**config.mk**
```make
export PLATFORM = sky130hd
export DESIGN_NAME = plsc_low_speed_ctrl
export DESIGN_NICKNAME = d
export VERILOG_FILES = /design/src/rtl/plsc_low_speed_ctrl.v /design/src/rtl/plsc_serial_slave.v
export VERILOG_INCLUDE_DIRS = /design/src /design/src/rtl
export SDC_FILE = /design/constraint.sdc
export NUM_CORES = 1
export LEC_CHECK = 0
export BUFFER_PORTS_ARGS = -buffer_cell sky130_fd_sc_hd__buf_2
export CAP_MARGIN = 20
export CORE_MARGIN = 4
export CORE_UTILIZATION = 65
export DETAILED_ROUTE_END_ITERATION = 10
export GPL_TIMING_DRIVEN = 1
export PLACE_DENSITY = 0.92
export SYNTH_ARGS = -nofsm -noshare
export SYNTH_HDL_FRONTEND = slang
export SYNTH_SLANG_ARGS = --single-unit
```
**constraint.sdc**
```tcl
create_clock -name clock_i -period 3.9 [get_ports clock_i]
set_input_delay 0.78 -clock clock_i [delete_from_list [all_inputs] [get_ports clock_i]]
set_output_delay 0.78 -clock clock_i [all_outputs]
set_load 0.005 [all_outputs]
```
**src/rtl/plsc_defs.vh**
```
`ifndef PLSC_DEFS_VH
`define PLSC_DEFS_VH
// ==========================================================
// memory map byte offsets
`define PLSC_ADDR_STATUS     8'h02
`define PLSC_ADDR_FLAGS      8'h03
`define PLSC_ADDR_LANE_OFF   8'h56
`define PLSC_ADDR_POWER      8'h5D
// ==========================================================
// field positions
`define PLSC_ST_NOT_READY    0
`define PLSC_ST_POWER_CAP    1
`define PLSC_FL_RESET_DONE   0
`define PLSC_PW_OVERRIDE     0
`define PLSC_PW_HIGH_EN      1
// ==========================================================
// reset values
`define PLSC_LANE_OFF_RST    8'h00
`define PLSC_POWER_RST       8'h00
// ==========================================================
// timing counts
`define PLSC_RESET_MIN_CYC   100
`define PLSC_INIT_CYC        200
// ==========================================================
// two-wire device address, arbitrary default
`define PLSC_DEV_ADDR        7'h50
`endif

```
**src/rtl/plsc_low_speed_ctrl.v**
```verilog
`timescale 1ns/100ps
`include "plsc_defs.vh"
module plsc_low_speed_ctrl #(
  parameter integer RESET_MIN_CYC = `PLSC_RESET_MIN_CYC,
  parameter integer INIT_CYC      = `PLSC_INIT_CYC,
  parameter integer LANES         = 4
) (
  input  wire             clock_i,
  input  wire             reset_i,
  input  wire             bus_select_n_i,
  input  wire             hard_restart_n_i,
  input  wire             power_cap_pin_i,
  input  wire             scl_i,
  input  wire             sda_i,
  input  wire             fault_i,
  output wire             sda_o,
  output wire             sda_oe_o,
  output wire             presence_n_o,
  output wire             presence_n_oe_o,
  output wire             alert_n_o,
  output wire             alert_n_oe_o,
  output reg  [LANES-1:0] tx_lane_off_o,
  output reg  [LANES-1:0] rx_lane_off_o,
  output reg              high_power_o,
  output reg              init_pending_o
);
  localparam [2:0] M_INIT = 3'b001;
  localparam [2:0] M_RUN  = 3'b010;
  localparam [2:0] M_RST  = 3'b100;

  reg  [2:0]  mode;
  reg  [1:0]  sel_s;
  reg  [1:0]  rst_s;
  reg  [1:0]  cap_s;
  reg  [1:0]  flt_s;
  reg  [15:0] low_cnt;
  reg  [15:0] init_cnt;
  reg         done_flag;
  reg         fault_flag;
  reg  [7:0]  lane_off;
  reg  [7:0]  power_ctl;
  reg  [7:0]  rdata;
  reg         soft_rst;
  wire [7:0]  addr;
  wire [7:0]  wdata;
  wire        wr;
  wire        rd;
  wire        long_low = (low_cnt >= RESET_MIN_CYC[15:0]);
  reg         alert_q;
  wire [3:0]  hit;
  wire        flags_rd;
  wire        init_last;
  wire        start_rst;

  // ==========================================================
  // one-hot decode of the memory map pointer
  function [3:0] map_hit;
    input [7:0] a;
    begin
      if (a == `PLSC_ADDR_STATUS)
        map_hit = 4'h1;
      else if (a == `PLSC_ADDR_FLAGS)
        map_hit = 4'h2;
      else if (a == `PLSC_ADDR_LANE_OFF)
        map_hit = 4'h4;
      else if (a == `PLSC_ADDR_POWER)
        map_hit = 4'h8;
      else
        map_hit = 4'h0;
    end
  endfunction

  // ==========================================================
  // shared decodes; start_rst lets lanes and slave drop in the same cycle
  assign hit       = map_hit(addr);
  assign flags_rd  = rd & hit[1];
  assign init_last = (mode == M_INIT) && (init_cnt >= INIT_CYC[15:0] - 16'h0001);
  assign start_rst = (mode == M_RUN) && !rst_s[1] && long_low;

  // ==========================================================
  // pin synchronisers
  always @(posedge clock_i) begin
    sel_s <= {sel_s[0], bus_select_n_i};
    rst_s <= {rst_s[0], hard_restart_n_i};
    cap_s <= {cap_s[0], power_cap_pin_i};
    flt_s <= {flt_s[0], fault_i};
  end

  // ==========================================================
  // serial slave enabled by select, idle during reset
  plsc_serial_slave u_slave (
    .clock_i  (clock_i),
    .reset_i  (reset_i | soft_rst),
    .enable_i (~sel_s[1] & ~init_pending_o & ~start_rst),
    .scl_i    (scl_i),
    .sda_i    (sda_i),
    .sda_oe_o (sda_oe_o),
    .addr_o   (addr),
    .wdata_o  (wdata),
    .wr_o     (wr),
    .rd_o     (rd),
    .rdata_i  (rdata)
  );
  assign sda_o = 1'b0;

  // ==========================================================
  // restart pulse width and init sequencing
  always @(posedge clock_i) begin
    soft_rst <= 1'b0;
    if (reset_i) begin
      mode           <= M_INIT;
      low_cnt        <= 16'h0000;
      init_cnt       <= 16'h0000;
      init_pending_o <= 1'b1;
    end else begin
      if (rst_s[1]) low_cnt <= 16'h0000;
      else if (!long_low) low_cnt <= low_cnt + 16'h0001;
      case (mode)
        M_INIT: begin
          if (init_last) begin
            mode           <= M_RUN;
            init_pending_o <= 1'b0;
          end else begin
            init_cnt <= init_cnt + 16'h0001;
          end
        end
        M_RUN: begin
          if (start_rst) begin
            mode           <= M_RST;
            soft_rst       <= 1'b1;
            init_pending_o <= 1'b1;
          end
        end
        M_RST: begin
          soft_rst <= 1'b1;
          init_cnt <= 16'h0000;
          if (rst_s[1]) mode <= M_INIT;
        end
        default: mode <= M_INIT;
      endcase
    end
  end

  // ==========================================================
  // sticky sources; set wins over read clear
  always @(posedge clock_i) begin
    if (reset_i) begin
      done_flag  <= 1'b0;
      fault_flag <= 1'b0;
    end else begin
      if (init_last) done_flag <= 1'b1;
      else if (flags_rd) done_flag <= 1'b0;
      if (flt_s[1]) fault_flag <= 1'b1;
      else if (flags_rd) fault_flag <= 1'b0;
    end
  end

  // ==========================================================
  // control registers, default on any reset
  always @(posedge clock_i) begin
    if (reset_i || soft_rst) begin
      lane_off  <= `PLSC_LANE_OFF_RST;
      power_ctl <= `PLSC_POWER_RST;
    end else if (wr) begin
      if (hit[2]) lane_off <= wdata;
      else if (hit[3]) power_ctl <= wdata;
    end
  end

  // ==========================================================
  // lane and power outputs
  always @(posedge clock_i) begin
    if (reset_i) begin
      tx_lane_off_o <= {LANES{1'b1}};
      rx_lane_off_o <= {LANES{1'b1}};
      high_power_o  <= 1'b0;
    end else begin
      tx_lane_off_o <= lane_off[LANES-1:0] | {LANES{init_pending_o | start_rst}};
      rx_lane_off_o <= lane_off[2*LANES-1:LANES] | {LANES{init_pending_o | start_rst}};
      high_power_o  <= power_ctl[`PLSC_PW_OVERRIDE] ?
                       power_ctl[`PLSC_PW_HIGH_EN] : ~cap_s[1];
    end
  end

  // ==========================================================
  // read data mux
  always @* begin
    if (addr == `PLSC_ADDR_STATUS)
      rdata = {6'h00, cap_s[1], init_pending_o};
    else if (addr == `PLSC_ADDR_FLAGS)
      rdata = {6'h00, fault_flag, done_flag};
    else if (addr == `PLSC_ADDR_LANE_OFF)
      rdata = lane_off;
    else if (addr == `PLSC_ADDR_POWER)
      rdata = power_ctl;
    else
      rdata = 8'h00;
  end

  // ==========================================================
  // registered alert request from the sticky sources
  always @(posedge clock_i) begin
    if (reset_i) begin
      alert_q <= 1'b0;
    end else begin
      alert_q <= done_flag | fault_flag;
    end
  end

  // ==========================================================
  // open-collector pins
  assign alert_n_o       = 1'b0;
  assign alert_n_oe_o    = alert_q;
  assign presence_n_o    = 1'b0;
  assign presence_n_oe_o = 1'b1;
endmodule // plsc_low_speed_ctrl

```
**src/rtl/plsc_serial_slave.v**
```verilog
`timescale 1ns/100ps
`include "plsc_defs.vh"
// ==========================================================
// two-wire serial slave, sampled on the module clock
module plsc_serial_slave #(
  parameter [6:0] DEV_ADDR = `PLSC_DEV_ADDR
) (
  input  wire       clock_i,
  input  wire       reset_i,
  input  wire       enable_i,
  input  wire       scl_i,
  input  wire       sda_i,
  output reg        sda_oe_o,
  output reg  [7:0] addr_o,
  output reg  [7:0] wdata_o,
  output reg        wr_o,
  output reg        rd_o,
  input  wire [7:0] rdata_i
);
  localparam [6:0] S_IDLE = 7'h01;
  localparam [6:0] S_DEV  = 7'h02;
  localparam [6:0] S_ACK  = 7'h04;
  localparam [6:0] S_ADR  = 7'h08;
  localparam [6:0] S_WR   = 7'h10;
  localparam [6:0] S_RD   = 7'h20;
  localparam [6:0] S_RACK = 7'h40;

  reg [6:0] state;
  reg [6:0] ack_next;
  reg [2:0] scl_s;
  reg [2:0] sda_s;
  reg [7:0] shift;
  reg [3:0] bits;
  reg       is_read;
  reg       have_addr;
  wire scl_rise = scl_s[1] & ~scl_s[2];
  wire scl_fall = ~scl_s[1] & scl_s[2];
  wire start_c  = scl_s[1] & sda_s[2] & ~sda_s[1];
  wire stop_c   = scl_s[1] & ~sda_s[2] & sda_s[1];

  // ==========================================================
  // two-stage synchronisers, third stage for edges
  always @(posedge clock_i) begin
    scl_s <= {scl_s[1:0], scl_i};
    sda_s <= {sda_s[1:0], sda_i};
  end

  // ==========================================================
  // byte framing, address match, ack and data shifting
  always @(posedge clock_i) begin
    wr_o <= 1'b0;
    rd_o <= 1'b0;
    if (reset_i || !enable_i || stop_c) begin
      state     <= S_IDLE;
      sda_oe_o  <= 1'b0;
      have_addr <= 1'b0;
      if (reset_i) begin
        addr_o  <= 8'h00;
        wdata_o <= 8'h00;
        shift   <= 8'h00;
        bits    <= 4'h0;
        is_read <= 1'b0;
        ack_next <= S_IDLE;
      end
    end else if (start_c) begin
      state     <= S_DEV;
      bits      <= 4'h0;
      sda_oe_o  <= 1'b0;
      have_addr <= 1'b0;
    end else begin
      case (state)
        S_DEV, S_ADR, S_WR: begin
          if (scl_rise) begin
            shift <= {shift[6:0], sda_s[1]};
            bits  <= bits + 4'h1;
          end
          if (scl_fall && bits == 4'h8) begin
            bits <= 4'h0;
            if (state == S_DEV) begin
              if (shift[7:1] == DEV_ADDR) begin
                is_read  <= shift[0];
                sda_oe_o <= 1'b1;
                ack_next <= shift[0] ? S_RD : S_ADR;
                state    <= S_ACK;
              end else begin
                state <= S_IDLE;
              end
            end else if (state == S_ADR) begin
              addr_o   <= shift;
              sda_oe_o <= 1'b1;
              ack_next <= S_WR;
              state    <= S_ACK;
            end else begin
              wdata_o  <= shift;
              wr_o     <= 1'b1;
              sda_oe_o <= 1'b1;
              ack_next <= S_WR;
              state    <= S_ACK;
            end
          end
        end
        S_ACK: begin
          if (scl_fall) begin
            state <= ack_next;
            if (is_read) begin
              rd_o     <= 1'b1;
              shift    <= rdata_i;
              sda_oe_o <= ~rdata_i[7];
              bits     <= 4'h1;
            end else begin
              sda_oe_o <= 1'b0;
            end
            if (ack_next == S_WR && have_addr) addr_o <= addr_o + 8'h01;
            if (ack_next == S_WR) have_addr <= 1'b1;
          end
        end
        S_RD: begin
          if (scl_fall) begin
            if (bits == 4'h8) begin
              sda_oe_o <= 1'b0;
              bits     <= 4'h0;
              state    <= S_RACK;
              addr_o   <= addr_o + 8'h01;
            end else begin
              sda_oe_o <= ~shift[6];
              shift    <= {shift[6:0], 1'b0};
              bits     <= bits + 4'h1;
            end
          end
        end
        S_RACK: begin
          if (scl_rise && sda_s[1]) state <= S_IDLE;
          if (scl_fall) begin
            rd_o     <= 1'b1;
            shift    <= rdata_i;
            sda_oe_o <= ~rdata_i[7];
            bits     <= 4'h1;
            state    <= S_RD;
          end
        end
        default: state <= S_IDLE;
      endcase
    end
  end
endmodule // plsc_serial_slave

```
==> results of run 1 <==
-- through the flow --
stage,power [mW],instances
final,2.87,652
after global routing,2.96,652
after CTS,2.88,651
after detailed placement,1.44,619
after global placement,1.44,619
after floorplan,1.42,520
-- cell usage after synthesis, drive strengths merged (5+ instances only) --
master	instances
o21ai	12
nand3	15
xnor2	7
a221oi	6
or2	5
a211oi	9
nor2	72
buf	8
and2	27
mux2i	18
inv	9
nand4	8
nand2b	11
edfxtp	33
clkbuf	19
or4	5
ha	8
a21oi	25
nor3	12
and3	7
xor2	14
nor4	10
dfxtp	90
nand3b	6
nand2	20
-- kinds of logic (layout without fill, tap and decap cells) --
group,after synthesis,in the layout,share of synthesized area
buf+inv,36,66,0.0312
compound gates,86,86,0.112
mux,18,18,0.0345
simple gates,224,224,0.231
xor+xnor,21,21,0.0353
flops,123,123,0.535
fa+ha+maj,8,8,0.0192
other cells,2,4,0.00144
-- sequential cells by signal (all words and copies together), names as in the netlist, 3 cells and up --
| signal | flops |
|---|---|
| u_slave.bits | 4 |
| init_cnt | 16 |
| lane_off | 8 |
| power_ctl | 8 |
| tx_lane_off_o | 4 |
| rx_lane_off_o | 4 |
| u_slave.addr_o | 8 |
| u_slave.scl_s | 3 |
| mode | 3 |
| u_slave.sda_s | 3 |
| u_slave.shift | 8 |
| u_slave.ack_next | 4 |
| low_cnt | 16 |
| u_slave.wdata_o | 8 |
| u_slave.state | 7 |
-- metal layers --
layer,part of all wire,GRT usage
met1,0.38,0.319
met2,0.48,0.431
met3,0.090,0.0782
met4,0.044,0.133
met5,0,0
-- path summary, 6_finish.rpt --
kind                            startpoint                        endpoint  slack, ns  cells after the start
min               u_slave.sda_s[0]$_DFF_P_        u_slave.sda_s[1]$_DFF_P_       0.33                      0
min reg2reg       u_slave.sda_s[0]$_DFF_P_        u_slave.sda_s[1]$_DFF_P_       0.33                      0
max reg2reg  u_slave.state[3]$_SDFFE_PP0P_  u_slave.shift[4]$_SDFFCE_PP0P_       0.70                      5
max          u_slave.state[3]$_SDFFE_PP0P_  u_slave.shift[4]$_SDFFCE_PP0P_       0.70                      5
-- cell type report --
| cell class | instances | area, um^2 | share of cell area |
|---|---|---|---|
| Multi-Input combinational cell | 361 | 2270 | 0.383 |
| Tap cell | 102 | 128 | 0.0215 |
| Sequential cell | 123 | 2790 | 0.471 |
| Inverter | 9 | 33.8 | 0.00570 |
| Timing Repair Buffer | 25 | 140 | 0.0236 |
| Clock inverter | 9 | 55.1 | 0.00929 |
| Clock buffer | 23 | 509 | 0.0859 |
-- power by group through the flow --
stage                     Clock [mW]  Combinational [mW]  Sequential, mW
after global placement             0              0.0562            1.38
after CTS                       1.46              0.0599            1.36
after floorplan                    0              0.0469            1.38
after detailed placement           0              0.0586            1.38
after global routing            1.53              0.0687            1.36
final                           1.45              0.0601            1.36
==> run_results.csv, run 1 <==
group,metric,value,unit
status,outcome,"finished clean",
layout,mostFrequentLayoutCell,"dfxtp_1",
clocking,cts.htree.levels,4,
synth,synth_edf_count,33,
layout,utilization,0.763,
power_and_ir_drop,p_int,2.26,mW
synth,ys_seq_area_frac,0.535,
drt,wire_per_inst,18.3,um
synth,yosysWarningCount,0,
sta,setup_violations,0,
setup_path,worstSetupPathType,"reg -> reg",
place,port-buffer-count,19,
setup_path,worstPathCellList,"or3_1, or4_1, a32oi_1, o211ai_1, a21oi_1",
place,hpwl,7.92,mm
floorplan,dieArea,9520,um^2
sta,clock_skew,0.00586,ns
clocking,cts_tree,"done",
clocking,cts.path.max_buffers,2,
power_and_ir_drop,power.density,485,nW/um^2
setup_path,cp.arrival,3.35,ns
drt,viasPerCell,6.29,
power_and_ir_drop,pwr-share-seq,0.473,
sta,drv_slew,0,
drt,drc_errors,0,
setup_path,required,4.05,ns
setup_path,crit_buf_inv,0,
drt,drt_iter0_drc,409,
layout,num_antenna_cells,0,
drt,antenna_left,0,
synth,ys_ff_latch,123,
synth,synth.area.top_cells,"dfxtp_1 35%, edfxtp_1 19%, nor2_1 5.2%, mux2i_1 3.5%, and2_1 3.2%",
layout,finalInstanceArea,5930,um^2
clocking,hold_buffers,0,
clocking,cts_num_sinks,123,
drt,drt-pass1-iter-count,7,
worst_hold_path,worstHoldPathType,"reg -> reg",
flow_run,cap_violations,0,
grt,first_global_vias,4054,
grt,grt_pass1_wl,20.0,mm
sta,slew_headroom,0.385,
floorplan,fp.coreArea,7770,um^2
clocking,cts_buffers,17,
sta,timing.hold.ws,0.326,ns
clocking,root_buffer,"clkbuf_8",
clocking,clock_latency,0.52,ns
synth,syn_area_per_cell,10.1,um^2
synth,synth_top_cell_by_area,"dfxtp_1",
floorplan,ioPinCount,24,
drt,via_count,4099,
synth,synth_area,5220,um^2
power_and_ir_drop,swShare,0.213,
clocking,cts.clk_slew.worst_paths,0.05,ns
sta,tns,0,ns
floorplan,chipWidth,97.6,um
grt,grt_use_total,0.265,
clocking,post_cts_buffers,0,
sta,grt_setup_unrepaired,"no",
power_and_ir_drop,irDropWorstVdd,0.356,mV
place,routabilityCongestion,1.01,
synth,netlist_instances,518,
grt,grt-ovfl-total,0,
power_and_ir_drop,p_sw,612,uW
setup_path,slowest_stage,"or4_1",
layout,final_cell_mix,"90 x dfxtp_1, 72 x nor2_1, 33 x edfxtp_1",
power_and_ir_drop,combPwrFrac,0.021,
setup_path,crit_family,"simple AND/OR/NAND/NOR gates",
grt,grt_max_degree,19,
place,post-place-ws,0.787,ns
setup_path,start_kind,"flop",
drt,drt-total-wl,12.0,mm
synth,synth_ff_type,"dfxtp_1",
synth,synth_cell_types,62,
sta,fin_crit_sh,0.819,
power_and_ir_drop,clkPwrFrac,0.506,
floorplan,initial_core_util,0.672,
synth,synth_top_area_share,0.345,
setup_path,path_max_fanout,15,
clocking,ctsResizeCount,0,
power_and_ir_drop,power_leakage,2.19,nW
sta,tightest_slew,0.899,ns
layout,nets,553,
layout,fillers,504,
floorplan,num_rows,32,
place,dpl_cell_area,5360,um^2
synth,synthArstFlopShare,0,
setup_path,max_stage_delay,0.77,ns
floorplan,die_h,97.6,um
grt,antenna_found_initial,0,
setup_path,end_kind,"flop",
sta,post-route-min-period,3.20,ns
sta,hold_viol,0,
sta,finalWorstSetupSlack,0.705,ns
sta,fmax,313,MHz
layout,syn_to_final_growth,13.6,%
layout,drive_gt1_frac,0.120,
Power figures use the tool's default switching activity.
==> inputs of run 2 (changes only) <==
Settings changed: CORE_UTILIZATION 65 to 61, PLACE_DENSITY 0.92 to 0.87.
Clock period 3.9 ns to 3.2 ns, I/O delays scaled along.
==> run 2 against run 1 <==
Net effect: critical path depth is 1 higher; cell count is 1.4% higher; clock power rose by 28%; largest power group unchanged; die area up 6.0%; first-iteration DRC count fell by 14%; combinational power grew 28%; global-route usage fell by 1.8 points; largest cell class unchanged; highest routed layer unchanged.
==> run_results.csv, run 2 (synthesis gave the netlist of run 1 again) <==
group,metric,value,unit
grt,grt_use_total,0.247,
sta,setup_violations,0,
worst_hold_path,min_from,"sda_i",
sta,clock_skew,0.00885,ns
layout,syn_to_final_growth,14.7,%
clocking,clock_latency,0.53,ns
clocking,cts_buffers,17,
status,outcome,"finished clean",
power_and_ir_drop,p_int,2.78,mW
drt,antenna_left,0,
sta,tightest_slew,0.641,ns
drt,drt_iter0_drc,353,
place,routabilityCongestion,1.01,
grt,grt_pass1_wl,19.4,mm
clocking,hold_buffers,0,
setup_path,crit_family,"compound AO/OA/AOI/OAI gates",
sta,post-route-min-period,2.86,ns
setup_path,r2r_start,"low_cnt[3]$_SDFFE_PP0P_",
floorplan,ioPinCount,24,
sta,drv_slew,0,
layout,mostFrequentLayoutCell,"dfxtp_1",
setup_path,slowest_stage,"and4_1",
power_and_ir_drop,swShare,0.228,
layout,num_antenna_cells,0,
power_and_ir_drop,power.density,601,nW/um^2
setup_path,worstPathCellList,"o311ai_0, and4_1, o21a_1, inv_1, a21oi_1, o22a_1",
power_and_ir_drop,p_total,3.60,mW
place,port-buffer-count,19,
drt,via_count,4040,
grt,grt_max_degree,19,
layout,finalInstanceArea,5980,um^2
sta,slew_headroom,0.562,
clocking,cts_num_sinks,123,
setup_path,start_kind,"flop",
place,dpl_cell_area,5410,um^2
power_and_ir_drop,pwr-share-seq,0.460,
setup_path,path_max_fanout,17,
clocking,ctsResizeCount,0,
floorplan,fp.coreArea,8260,um^2
setup_path,crit_start,"low_cnt[3]$_SDFFE_PP0P_",
grt,first_global_vias,4016,
power_and_ir_drop,clkPwrFrac,0.518,
setup_path,worstSetupPathType,"reg -> reg",
sta,hold_viol,0,
sta,tns,0,ns
grt,antenna_found_initial,0,
power_and_ir_drop,p_sw,818,uW
place,hpwl,7.69,mm
layout,final_cell_mix,"90 x dfxtp_1, 72 x nor2_1, 33 x edfxtp_1",
floorplan,chipWidth,100,um
floorplan,num_rows,33,
clocking,cts.htree.levels,4,
sta,grt_setup_unrepaired,"no",
floorplan,die_h,100,um
clocking,cts.clk_slew.worst_paths,0.06,ns
power_and_ir_drop,power_leakage,2.22,nW
layout,drive_gt1_frac,0.131,
setup_path,cp.arrival,3.07,ns
layout,nets,559,
sta,fmax,350,MHz
clocking,root_buffer,"clkbuf_8",
drt,drc_errors,0,
sta,fin_crit_sh,0.894,
grt,grt-ovfl-total,0,
floorplan,dieArea,10100,um^2
flow_run,cap_violations,0,
clocking,cts.path.max_buffers,2,
worst_hold_path,worstHoldPathType,"in -> reg",
drt,viasPerCell,6.11,
drt,drt-total-wl,11.7,mm
floorplan,initial_core_util,0.632,
clocking,cts_tree,"done",
power_and_ir_drop,combPwrFrac,0.021,
setup_path,required,3.41,ns
setup_path,end_kind,"flop",
drt,drt-pass1-iter-count,6,
drt,wire_per_inst,17.7,um
layout,top_regs,"init_cnt (16), low_cnt (16)",
setup_path,max_stage_delay,0.52,ns
setup_path,crit_buf_inv,1,
power_and_ir_drop,irDropWorstVdd,0.414,mV
clocking,post_cts_buffers,0,
[run 2: cell count changes in the layout (fill, tap and decap cells not counted)]
cell,change
buf_4,+7
inv_6,+4
clkbuf_8,-3
bufinv_16,+2
clkbuf_16,-2
clkinv_2,-2
clkbuf_1,-1
clkbuf_4,-1
inv_4,+1
inv_8,+1
[run 2: power groups by stage]
| stage | Clock [mW] | Sequential, mW | Combinational, mW |
|---|---|---|---|
| after CTS | 1.88 | 1.65 | 0.0764 |
| after floorplan | 0 | 1.68 | 0.0571 |
| after global routing | 1.95 | 1.66 | 0.0861 |
| after detailed placement | 0 | 1.69 | 0.0746 |
| after global placement | 0 | 1.69 | 0.0715 |
| final | 1.86 | 1.65 | 0.0770 |
[run 2: final timing paths]
path / slack, ns / endpoint / cells after the start
setup / recovery: 0.34 / u_slave.bits[3]$_SDFFCE_PP0P_ / 6
hold / removal: 0.21 / u_slave.sda_s[0]$_DFF_P_ / 1
setup reg to reg: 0.34 / u_slave.bits[3]$_SDFFCE_PP0P_ / 6
hold reg to reg: 0.33 / rst_s[1]$_DFF_P_ / 0
[run 2: metrics by stage]
| step | cells | hold slack (ns) | setup WS (ns) | utilization |
|---|---|---|---|---|
| 2_1_floorplan | 520 | 0.310 | 0.516 | - |
| 3_3_place_gp | 629 | 0.311 | 0.648 | 0.655 |
| 3_5_place_dp | 629 | 0.312 | 0.599 | 0.655 |
| 4_1_cts | 661 | 0.200 | 0.372 | 0.725 |
| 5_1_grt | 661 | 0.198 | 0.178 | 0.725 |
| 6_report | 661 | 0.212 | 0.340 | 0.725 |
[run 2: final cells by class]
class                      count  area (um^2)
sequential                   123         2790
fill                         554         2270
multi-input combinational    361         2270
clock buffer                  17          414
timing repair buffer          31          185
clock inverter                15          158
tap                          105          131
inverter                       9         33.8
[run 2: per-layer routing]
metal  part of all wire  vias up  track usage
li1                   -     1927            -
met1               0.40     1887        0.299
met2               0.49      188        0.406
met3              0.073       38       0.0651
met4              0.033        0        0.125
met5                  0        -            0
[run 2: worst reg2reg max path, stage by stage (launching register included)]
cell and delay [ns]:
dfxtp_1 0.36, o311ai_0 0.50, and4_1 0.52, o21a_1 0.49, inv_1 0.23, a21oi_1 0.17
o22a_1 0.27
==> inputs of run 3 (changes only) <==
==> constraint.sdc (replaced) <==
create_clock -name clock_i -period 3.2 [get_ports clock_i]
set_input_delay 0.32 -clock clock_i [delete_from_list [all_inputs] [get_ports clock_i]]
set_output_delay 0.32 -clock clock_i [all_outputs]
set_load 0.005 [all_outputs]
==> run 3 against run 2 <==
Net effect: worst setup slack improved by 0.24 ns; utilization increased by 1.1 points; sequential power about the same; worst hold slack got worse by 0.065 ns; via count increased by 5.1%; clock skew decreased by 0.00087 ns; critical path depth decreased by 1; sequential share of layout area decreased by 0.68 points; cell count increased by 1.1%; global-route usage increased by 2.2 points.
==> run_results.csv, run 3 (synthesis gave the netlist of run 1 again) <==
group,metric,value,unit
sta,timing.hold.ws,0.147,ns
clocking,post_cts_buffers,0,
setup_path,cp.arrival,2.95,ns
drt,drt_iter0_drc,388,
sta,clock_skew,0.00799,ns
sta,grt_setup_unrepaired,"no",
drt,viasPerCell,6.35,
setup_path,worstSetupPathType,"reg -> reg",
drt,antenna_left,0,
place,hpwl,7.97,mm
clocking,cts_num_sinks,123,
sta,slew_headroom,0.410,
floorplan,chipWidth,100,um
drt,drt-total-wl,12.8,mm
power_and_ir_drop,p_sw,807,uW
status,outcome,"finished clean",
floorplan,initial_core_util,0.632,
grt,antenna_found_initial,0,
clocking,cts.htree.levels,4,
power_and_ir_drop,irDropWorstVdd,0.526,mV
drt,via_count,4245,
setup_path,slowest_stage,"or4b_2",
sta,tightest_slew,0.863,ns
layout,nets,566,
grt,first_global_vias,4297,
drt,drc_errors,0,
drt,wire_per_inst,19.1,um
clocking,cts.path.max_buffers,2,
power_and_ir_drop,swShare,0.224,
floorplan,num_rows,33,
layout,syn_to_final_growth,16.4,%
grt,grt_max_degree,19,
sta,drv_slew,0,
sta,fin_crit_sh,0.820,
setup_path,start_kind,"flop",
clocking,cts_buffers,17,
power_and_ir_drop,power_leakage,2.26,nW
clocking,cts_tree,"done",
clocking,root_buffer,"clkbuf_8",
place,port-buffer-count,19,
grt,grt_use_total,0.269,
layout,seqCellArea,2790,um^2
layout,final_cell_mix,"90 x dfxtp_1, 72 x nor2_1, 33 x edfxtp_1",
sta,tns,0,ns
sta,setup_violations,0,
grt,grt-ovfl-total,0,
clocking,clock_latency,0.52,ns
place,routabilityCongestion,1.07,
layout,top_regs,"init_cnt (16), low_cnt (16)",
layout,mostFrequentLayoutCell,"dfxtp_1",
power_and_ir_drop,clkPwrFrac,0.517,
sta,post-route-min-period,2.62,ns
sta,fmax,381,MHz
layout,multiInputGateArea,2270,um^2
worst_hold_path,worstHoldPathType,"in -> reg",
setup_path,required,3.52,ns
sta,hold_viol,0,
flow_run,cap_violations,0,
setup_path,path_max_fanout,16,
power_and_ir_drop,pwr-share-seq,0.459,
setup_path,max_stage_delay,0.71,ns
floorplan,fp.coreArea,8260,um^2
clocking,hold_buffers,6,
power_and_ir_drop,p_int,2.80,mW
power_and_ir_drop,combPwrFrac,0.024,
power_and_ir_drop,power.density,594,nW/um^2
floorplan,dieArea,10100,um^2
floorplan,ioPinCount,24,
floorplan,die_h,100,um
clocking,ctsResizeCount,0,
grt,grt_pass1_wl,21.0,mm
clocking,cts.clk_slew.worst_paths,0.06,ns
setup_path,worstPathCellList,"or3_1, or4b_2, nand2_1, nor2_1, a211oi_1",
layout,drive_gt1_frac,0.131,
layout,num_antenna_cells,0,
layout,fillers,551,
drt,drt-pass1-iter-count,6,
setup_path,end_kind,"flop",
run 3: path summary, 6_finish.rpt:
path	start	end	slack [ns]	depth (start not counted)
max	u_slave.state[3]$_SDFFE_PP0P_	u_slave.addr_o[4]$_SDFFCE_PP0P_	0.58	5
min	reset_i	mode[2]$_SDFFE_PP0P_	0.15	2
max reg2reg	u_slave.state[3]$_SDFFE_PP0P_	u_slave.addr_o[4]$_SDFFCE_PP0P_	0.58	5
min reg2reg	u_slave.sda_s[0]$_DFF_P_	u_slave.sda_s[1]$_DFF_P_	0.33	0
run 3: cell type report:
cell class / instances / share of cell area
clock buffers: 23 / 0.0855
clock inverters: 9 / 0.0122
inverters: 9 / 0.00556
multi-input cells: 361 / 0.374
flip-flops and latches: 123 / 0.460
well taps: 105 / 0.0216
repair buffers: 38 / 0.0416
run 3: per-stage QoR:
step | utilization | total power, mW | cells | instance area [um^2] | setup WS [ns]
finish | 0.735 | 3.61 | 668 | 6070 | 0.575
global route | 0.735 | 3.70 | 668 | 6070 | 0.447
CTS | 0.735 | 3.61 | 668 | 6070 | 0.595
detailed placement | 0.656 | 1.76 | 630 | 5420 | 0.653
global placement | 0.656 | 1.76 | 630 | 5420 | 0.766
floorplan | - | 1.73 | 520 | 5220 | 0.516
run 3: power by group through the flow:
| stage | Sequential [mW] | Clock, mW | Combinational [mW] |
|---|---|---|---|
| after floorplan | 1.68 | 0 | 0.0571 |
| after global placement | 1.68 | 0 | 0.0726 |
| after detailed placement | 1.69 | 0 | 0.0767 |
| final | 1.66 | 1.87 | 0.0856 |
| after global routing | 1.66 | 1.94 | 0.0951 |
| after CTS | 1.65 | 1.87 | 0.0845 |
run 3: per-layer routing:
metal  global-route usage  vias up  share of wire
met5                    0        -              0
met4                0.158        0          0.039
met3               0.0651       55          0.081
met2                0.455      232           0.51
met1                0.308     2024           0.37
li1                     -     1934              -
run 3: worst max-delay path, delay by kind of cell, from the launching register on:
| kind | cells | cell delay [ns] |
|---|---|---|
| AND/OR/NAND/NOR | 4 | 1.77 |
| flip-flops | 1 | 0.38 |
| AO/OA/AOI/OAI | 1 | 0.28 |
